## src/hdl/udc_pkg.sv

```systemverilog
// Package for the presettable 4-bit up/down counter
// Assumes a single 125 MHz clock domain
package udc_pkg;

  // ----------------------------------------
  // Widths and values
  // ----------------------------------------
  localparam int          UDC_WIDTH     = 4;
  localparam logic [3:0]  UDC_RST_COUNT = 4'h0;
  localparam logic [3:0]  UDC_TOP_COUNT = 4'hf;
  localparam logic [3:0]  UDC_BOT_COUNT = 4'h0;
  localparam int          UDC_SYNC_LEN  = 2;

  // ----------------------------------------
  // Carriers
  // ----------------------------------------
  typedef struct packed {
    logic       load_strobe;
    logic       wipe;
    logic       up_select;
    logic       cascade_n;
    logic [3:0] load_value;
  } udc_ctrl_type;

  typedef enum logic [1:0] {
    UDC_MODE_WIPE  = 2'b00,
    UDC_MODE_LOAD  = 2'b01,
    UDC_MODE_HOLD  = 2'b10,
    UDC_MODE_COUNT = 2'b11
  } udc_mode_type;

endpackage

```

## src/hdl/udc_sync.sv

```systemverilog
// Two-flop synchroniser for a bundle of pin levels
// Assumes inputs arrive from outside the clock domain
`timescale 1ns/1ns
module udc_sync
  import udc_pkg::*;
#(
  parameter int W = 8
) (
  input  wire logic         clk_in,
  input  wire logic         nrst_in,
  input  wire logic [W-1:0] async_in,
  output logic      [W-1:0] sync_out
);

  logic [W-1:0] meta_r;
  logic [W-1:0] meta_nxt;
  logic [W-1:0] sync_r;
  logic [W-1:0] sync_nxt;

  // ----------------------------------------
  // Next values
  // ----------------------------------------
  always_comb begin
    meta_nxt = async_in;
    sync_nxt = meta_r;
  end

  always_ff @(posedge clk_in) begin
    if (!nrst_in) begin
      meta_r <= '0;
      sync_r <= '0;
    end else begin
      meta_r <= meta_nxt;
      sync_r <= sync_nxt;
    end
  end

  assign sync_out = sync_r;

endmodule

```

## src/hdl/udc_counter.sv

```systemverilog
// Presettable 4-bit binary up/down counter with cascade carry
// Assumes control pins are asynchronous and are synchronised here
// Operation
// - High load strobe copies load value into count on a rising edge
// - High wipe forces count to zero on a rising edge, over load
// - High cascade enable input freezes count; low lets it count
// - Each enabled rising edge steps count by one
// - Direction high counts up, low counts down
// - Count is 4-bit binary, lowest output bit is least significant
// - Terminal-count output is low while count sits at 15 up or 0 down and cascade enable is low
// - Count wraps modulo 16 and keeps its direction
// - Counting resumes from loaded value; frozen stage holds
`timescale 1ns/1ns
module udc_counter
  import udc_pkg::*;
(
  input  wire logic       clk_in,
  input  wire logic       nrst_in,
  input  wire logic       load_strobe_in,
  input  wire logic       wipe_in,
  input  wire logic       up_select_in,
  input  wire logic       cascade_n_in,
  input  wire logic [3:0] load_value_in,
  output logic      [3:0] count_out,
  output logic            carry_n_out
);

  udc_ctrl_type ctrl_raw;
  udc_ctrl_type ctrl_s;
  udc_mode_type mode;
  logic [3:0]   count_r;
  logic [3:0]   count_nxt;
  logic [3:0]   toggle;
  logic         carry_n_r;
  logic         carry_n_nxt;

  // ----------------------------------------
  // Input synchronisation
  // ----------------------------------------
  assign ctrl_raw = '{load_strobe: load_strobe_in,
                      wipe:        wipe_in,
                      up_select:   up_select_in,
                      cascade_n:   cascade_n_in,
                      load_value:  load_value_in};

  udc_sync #(
    .W($bits(udc_ctrl_type))
  ) u_sync (
    .clk_in  (clk_in),
    .nrst_in (nrst_in),
    .async_in(ctrl_raw),
    .sync_out(ctrl_s)
  );

  // ----------------------------------------
  // Helpers
  // ----------------------------------------
  function automatic logic at_terminal(input logic [3:0] v, input logic up);
    at_terminal = up ? (v == UDC_TOP_COUNT) : (v == UDC_BOT_COUNT);
  endfunction

  // Toggle mask for synchronous binary up/down stepping
  function automatic logic [3:0] toggle_mask(input logic [3:0] v, input logic up);
    logic [3:0] m;
    m = 4'h0;
    m[0] = 1'b1;
    for (int i = 1; i < UDC_WIDTH; i++) begin
      m[i] = m[i-1] & (up ? v[i-1] : ~v[i-1]);
    end
    toggle_mask = m;
  endfunction

  // ----------------------------------------
  // Mode priority
  // ----------------------------------------
  always_comb begin
    if (ctrl_s.wipe) begin
      mode = UDC_MODE_WIPE;
    end else if (ctrl_s.load_strobe) begin
      mode = UDC_MODE_LOAD;
    end else if (ctrl_s.cascade_n) begin
      mode = UDC_MODE_HOLD;
    end else begin
      mode = UDC_MODE_COUNT;
    end
  end

  // ----------------------------------------
  // Count next value
  // ----------------------------------------
  always_comb begin
    toggle    = toggle_mask(count_r, ctrl_s.up_select);
    count_nxt = count_r;
    unique case (mode)
      UDC_MODE_WIPE:  count_nxt = UDC_RST_COUNT;
      UDC_MODE_LOAD:  count_nxt = ctrl_s.load_value;
      UDC_MODE_HOLD:  count_nxt = count_r;
      UDC_MODE_COUNT: count_nxt = count_r ^ toggle;
    endcase
  end

  // ----------------------------------------
  // Terminal count next value
  // ----------------------------------------
  // Carry follows cascade input and the terminal value in every mode
  always_comb begin
    carry_n_nxt = 1'b1;
    if (!ctrl_s.cascade_n &&
        at_terminal(count_nxt, ctrl_s.up_select)) begin
      carry_n_nxt = 1'b0;
    end
  end

  // ----------------------------------------
  // Registers
  // ----------------------------------------
  always_ff @(posedge clk_in) begin
    if (!nrst_in) begin
      count_r   <= UDC_RST_COUNT;
      carry_n_r <= 1'b1;
    end else begin
      count_r   <= count_nxt;
      carry_n_r <= carry_n_nxt;
    end
  end

  assign count_out   = count_r;
  assign carry_n_out = carry_n_r;

endmodule

```

## config.mk

```make
export PLATFORM = sky130hd
export DESIGN_NAME = udc_counter
export DESIGN_NICKNAME = d
export VERILOG_FILES = /design/src/hdl/udc_pkg.sv /design/src/hdl/udc_sync.sv /design/src/hdl/udc_counter.sv
export SDC_FILE = /design/constraint.sdc
export NUM_CORES = 1
export LEC_CHECK = 0
export BUFFER_PORTS_ARGS = -buffer_cell sky130_fd_sc_hd__buf_4
export CORE_MARGIN = 3
export CORE_UTILIZATION = 45
export CTS_CLUSTER_DIAMETER = 30
export DETAILED_ROUTE_END_ITERATION = 10
export GPL_TIMING_DRIVEN = 0
export PLACE_DENSITY = 0.7
export SYNTH_ARGS = -nofsm -noshare
export SYNTH_HDL_FRONTEND = slang
export SYNTH_SLANG_ARGS = --single-unit
```

## constraint.sdc

```tcl
create_clock -name clk_in -period 1.9 [get_ports clk_in]
set_input_delay 0.095 -clock clk_in [delete_from_list [all_inputs] [get_ports clk_in]]
set_output_delay 0.095 -clock clk_in [all_outputs]
set_load 0.05 [all_outputs]
```

==> metrics.txt, run 1 <==
number of enable flip-flop cells after synthesis 0; final setup margin -0.139 ns; leakage power 0.427 nW; Async SR Flop Fraction 0; antenna violations before repair 0; crit path DAT between 2 and 2.5 ns; Tcrit/Tclk final 1.07; Multi-input gate area approximately 350 um^2; Register Area approximately 440 um^2; Root Driver clkbuf_4; VDD IR max 554 uV; Synth top area share 0.551; final hold vios 0; Slew Limit Headroom 0.630; failing checks negative setup slack; Core Rows 14; WL per Instance about 12 um; yosys warns 0; worst-path fanout max 8; clock tree from TritonCTS done; cell count after placement 102; most numerous cell in the Yosys netlist dfxtp_1; drt drc 0; met2 WL around 690 um; Final Util 0.667; number of max-cap violations 0; first-pass GRT wire length about 2200 um; Via-to-Cell Ratio 5.11; grt ovf 0; Crit. End Element flop; Ant. Diodes 0; Synth cell types 28; Slew @ Worst Pin between 0.5 and 0.6 ns; HP Class in -> reg; outcome finished, violations left; WHS approximately 0.059 ns; CTS Buffer Depth 2; CTS Sinks 21; Synth top cells by count dfxtp_1, and2_1, nor2_1, nor3_1; nets ~110; Highest Signal Layer met4; largest net degree at the start of global routing 13; worst-skew pair later-pin latency between 0.2 and 0.3 ns; starting density of the core 0.490; Top FF cell, synth dfxtp_1; type of the worst setup path reg -> reg; IO Count 15; Total GRT Usage 0.146; CTS Buf Count 3; Seq/Total Area, Yosys 0.551; Final Max Tran Viols 0; f_max between 0.4 and 0.5 GHz; area delta synth->final 36.2%; final WL 1350 um; hpwl dp between 900 and 1000 um; top post-synthesis cells by area dfxtp_1, and2_1, nand4b_1; clk slew on worst S/H paths 0.11 ns; Metal-1 WL 600 um; fin cells 114; Port Buf Inserts 14; antenna-violating nets left 0; Worst Setup Start Kind flop; Setup Viol. Count Final 1; Yosys top cell by area dfxtp_1; wire length on met3 ~41 um; GPL Wtd Cong roughly 0.76; vias in the first global route 555; core box area around 1600 um^2; Post-Syn Area per Cell approximately 11 um^2; Mapped Area ~760 um^2; Post-Syn Instances between 70 and 80; RSZ-0062 raised after global routing yes; vias after detailed routing 583; Placement Cell Area a little over 900 um^2; Pwr per Cell Area about 850 nW/um^2; Final Critical Period 2.04 ns; DR pass1 iterations 2; DIE AREA ~2200 um^2; Die Y approximately 47 um; H-tree depth 1; Die Width 47.2 um; Required @ worst endpoint around 2.1 ns; layout cell share with drive strength beyond 1 0.337; pre-CTS setup slack -0.197 ns; Synth Net Count between 80 and 90; Clock Skew 0.00573 ns; Filler Cells Inserted 131; number of synthesized register bits 21; Final Cell Area 1040 um^2; DRT iter0 DRCs 1
## report_power, final
part | internal (mW) | switching [mW] | leakage [nW]
Clock | 0.0783 | 0.124 | 0.0177
Sequential | 0.469 | 0.0254 | 0.178
Combinational | 0.0919 | 0.0981 | 0.231
## state kept, by name (all words and copies together) (netlist names)
register and cells:
u_sync.meta_r 8, count_out 4, carry_n_out 1, u_sync.sync_out 8
## area by class of cell
class | count | share of cell area
clock buffer | 3 | 0.0217
buffer | 1 | 0.00361
sequential | 21 | 0.425
timing repair buffer | 23 | 0.185
inverter | 2 | 0.00722
tap | 16 | 0.0193
multi-input combinational | 47 | 0.333
clock inverter | 1 | 0.00481
## per-stage QoR
step | setup TNS, ns | total power [mW]
finish | -0.139 | 0.886
CTS | -0.145 | 0.897
global placement | -0.161 | 0.669
floorplan | -0.0929 | 0.621
detailed placement | -0.197 | 0.674
global route | -0.177 | 0.935
## per-layer routing
| metal | up-vias | GRT usage |
|---|---|---|
| li1 | 303 | - |
| met1 | 270 | 0.157 |
| met2 | 8 | 0.268 |
| met3 | 2 | 0.0230 |
| met4 | 0 | 0.0829 |
| met5 | - | 0 |
## repair_timing
item,CTS,global route
hold buffers,8,0
buffers inserted,0,1
setup endpoints to repair,1,1
gates resized for setup,5,4
hold endpoints to repair,8,0
## path summary, 6_finish.rpt
path / start / endpoint / slack (ns) / cells after the start
max: u_sync.sync_out[4] / carry_n_out / -0.14 / 5
min: nrst_in / u_sync.sync_out[1] / 0.06 / 2
max reg2reg: u_sync.sync_out[4] / carry_n_out / -0.14 / 5
min reg2reg: u_sync.meta_r[7] / u_sync.sync_out[7] / 0.44 / 1
## layout by cell type, fill, tap and decap left out, types with 2 or more instances in the layout
cell / instances
a21oi_2: 2
buf_4: 15
nand2b_1: 2
nand4b_1: 2
dfxtp_1: 14
nor2_1: 4
or4_4: 2
dlygate4sd3_1: 8
inv_1: 2
nor3_1: 2
dfxtp_2: 2
dfxtp_4: 5
and2_1: 16
clkbuf_4: 3
## worst max-delay path, cell delays in order, from the launching register on
cell      delay, ns
dfxtp_4        0.38
or4_4          0.54
a21oi_2        0.15
o311ai_2       0.12
or4b_1         0.48
a211o_1        0.27
## logic make-up after synthesis
logic type / share of synthesized area
AO/OA/AOI/OAI: 0.0836
AND/OR/NAND/NOR: 0.308
XOR/XNOR: 0.0230
buffers and inverters: 0.0213
multiplexers: 0.0131
flip-flops: 0.551
No activity file was read; power rests on OpenSTA's default activity.
==> run 2, diff against run 1 <==
--- a/config.mk
+++ b/config.mk
@@ -6,12 +6,12 @@
 export NUM_CORES = 1
 export LEC_CHECK = 0
 export BUFFER_PORTS_ARGS = -buffer_cell sky130_fd_sc_hd__buf_4
+export CORE_ASPECT_RATIO = 0.6
 export CORE_MARGIN = 3
-export CORE_UTILIZATION = 45
+export CORE_UTILIZATION = 28
 export CTS_CLUSTER_DIAMETER = 30
 export DETAILED_ROUTE_END_ITERATION = 10
 export GPL_TIMING_DRIVEN = 0
-export PLACE_DENSITY = 0.7
 export SYNTH_ARGS = -nofsm -noshare
 export SYNTH_HDL_FRONTEND = slang
 export SYNTH_SLANG_ARGS = --single-unit
==> run 2 against run 1 <==
  * First-iteration DRC count grew to 25 times the previous value
  * Hold slack lost 0.024 ns
  * Count of clock-buffer cells in the layout is the same
  * The flow still finishes with violations (negative setup slack)
  * Register-to-register slack lost 0.02 ns
  * Critical path depth is the same
  * Sequential share of layout area grew 1.3 points
  * Worst setup slack lost 0.023 ns
  * Global-route usage shrank 4.7 points
  * Final area shrank 4.1%
  * Highest routed layer unchanged
  * Non-clock buffer count shrank 9
  * Flip-flop and latch count is the same
  * Cell count grew 4.4%
==> metrics.txt, run 2 (synthesis results as in run 1) <==
type of the worst setup path reg -> reg; VDD IR max 339 uV (-39%); starting density of the core 0.321 (-0.168); clock tree from TritonCTS done; CTS Buffer Depth 2 (unchanged); leakage power 0.398 nW (-6.7%); largest net degree at the start of global routing 13 (unchanged); cts hold-fix bufs 0 (-8); outcome finished, violations left; HP Class in -> reg; core box area 2370 um^2 (+52%); clk slew on worst S/H paths 0.07 ns (-0.04 ns); Cell Int Power 0.701 mW (+9.6%); antenna-violating nets left 0 (unchanged); first-pass GRT wire length 2480 um (+10%); hpwl dp 1030 um (+12%); worst-path fanout max 8 (unchanged); Worst Setup Start Kind flop; nets 100 (-8.3%); vias in the first global route 566 (+2.0%); combinational power share 0.194 (-0.020); crit path DAT 2.22 ns (about the same); Final Max Tran Viols 0 (unchanged); Required @ worst endpoint 2.06 ns (-0.03 ns); RSZ-0062 raised after global routing yes; Die Y 46.4 um (-1.6%); layout cell share with drive strength beyond 1 0.348 (+0.0116); Filler Cells Inserted 237 (+81%); Slew Limit Headroom 0.611 (-0.0195); Pwr per Cell Area 971 nW/um^2 (+14%); Setup Viol. Count Final 1 (unchanged); CTS Sinks 21 (unchanged); number of max-cap violations 0 (unchanged); Ant. Diodes 0 (unchanged); commonest non-fill, non-tap cell in the layout and2_1; leading cell types in the layout, fill and taps excluded and2_1, dfxtp_1, buf_4, nor2_1, dfxtp_2; Core Rows 13 (-1); vias after detailed routing 580 (-0.51%); DRT iter0 DRCs 25 (+24); Total GRT Usage 0.0995 (-0.0468); final hold vios 0 (unchanged); Flop pwr share 0.515 (-0.043); Die Width 73.4 um (+56%); CTS Buf Count 3 (unchanged); WHS 0.0354 ns (-0.0239 ns); f_max 0.485 GHz (-1.1%); H-tree depth 1 (unchanged); Root Driver clkbuf_8; IO Count 15 (unchanged); cell count after placement 116 (+14%); switching power 0.268 mW (+8.3%); Slew @ Worst Pin 0.575 ns (+0.0271 ns); Via-to-Cell Ratio 4.87 (-4.7%); final setup margin -0.161 ns (-0.0225 ns); GPL Wtd Cong 0.778 (+2.6%); Tcrit/Tclk final 1.08 (+0.0118); drt drc 0 (unchanged); worst-skew pair later-pin latency 0.26 ns (-0.03 ns); clock network power share 0.291 (+0.063); Crit. End Element flop; failing checks negative setup slack; fin cells 119 (+4.4%); Net Sw Frac 0.276 (-0.00242); grt ovf 0 (unchanged); final WL 1410 um (+5.0%); Port Buf Inserts 14 (unchanged); area delta synth->final 30.7%; Clock Skew 0.00768 ns (+0.00195 ns); Final Critical Period 2.06 ns (+0.0225 ns); DR pass1 iterations 4 (+2); DIE AREA 3410 um^2 (+53%); WL per Instance 11.9 um (+0.57%); antenna violations before repair 0 (unchanged)
[run 2: final cells by class]
type,count,area [um^2],area share
clock inverters,1,5.00,0.00502
repair buffers,14,105,0.105
clock buffers,3,41.3,0.0414
multi-input cells,47,360,0.361
plain buffers,1,3.75,0.00376
inverters,2,7.51,0.00753
flip-flops and latches,21,437,0.438
well taps,30,37.5,0.0376
[run 2: worst paths after layout]
kind / from / endpoint / slack (ns) / cells past startpoint
worst max-delay path: u_sync.sync_out[4] / carry_n_out / -0.16 / 5
worst min-delay path: load_value_in[3] / u_sync.meta_r[3] / 0.04 / 2
worst min register to register: u_sync.meta_r[7] / u_sync.sync_out[7] / 0.42 / 1
worst max register to register: u_sync.sync_out[4] / carry_n_out / -0.16 / 5
[run 2: per-layer routing]
layer,part of all wire,GRT usage
met5,0,0
met4,0.015,0.0505
met2,0.45,0.155
met1,0.46,0.120
met3,0.084,0.0414
[run 2: critical path, stage by stage, from the launching register on]
cell and delay [ns]:
dfxtp_4 0.37, or4_4 0.56, a21oi_4 0.16, o311ai_4 0.13
or4b_1 0.48, a211o_1 0.26
[run 2: per-stage QoR]
stage	power, mW	setup WS (ns)	setup TNS, ns	instance area [um^2]	util
after floorplan	0.621	-0.0929	-0.0929	781	-
final	0.968	-0.161	-0.161	997	0.420
after CTS	0.973	-0.166	-0.166	987	0.416
after global placement	0.672	-0.156	-0.156	923	0.389
after global routing	1.01	-0.219	-0.219	997	0.420
after detailed placement	0.679	-0.237	-0.237	923	0.389
[run 2: repair_timing]
item | 4_1_cts | 5_1_grt
resized for setup | 5 | 4
setup buffers | 0 | 0
endpoints found under the setup margin | 1 | 1
pin swaps | 1 | 0
[run 2: power groups by stage]
stage,Sequential [mW],Clock (mW),Combinational (mW)
after floorplan,0.544,0,0.0768
after global placement,0.504,0,0.168
after detailed placement,0.506,0,0.173
after CTS,0.498,0.294,0.181
after global routing,0.504,0.306,0.202
final,0.498,0.282,0.188
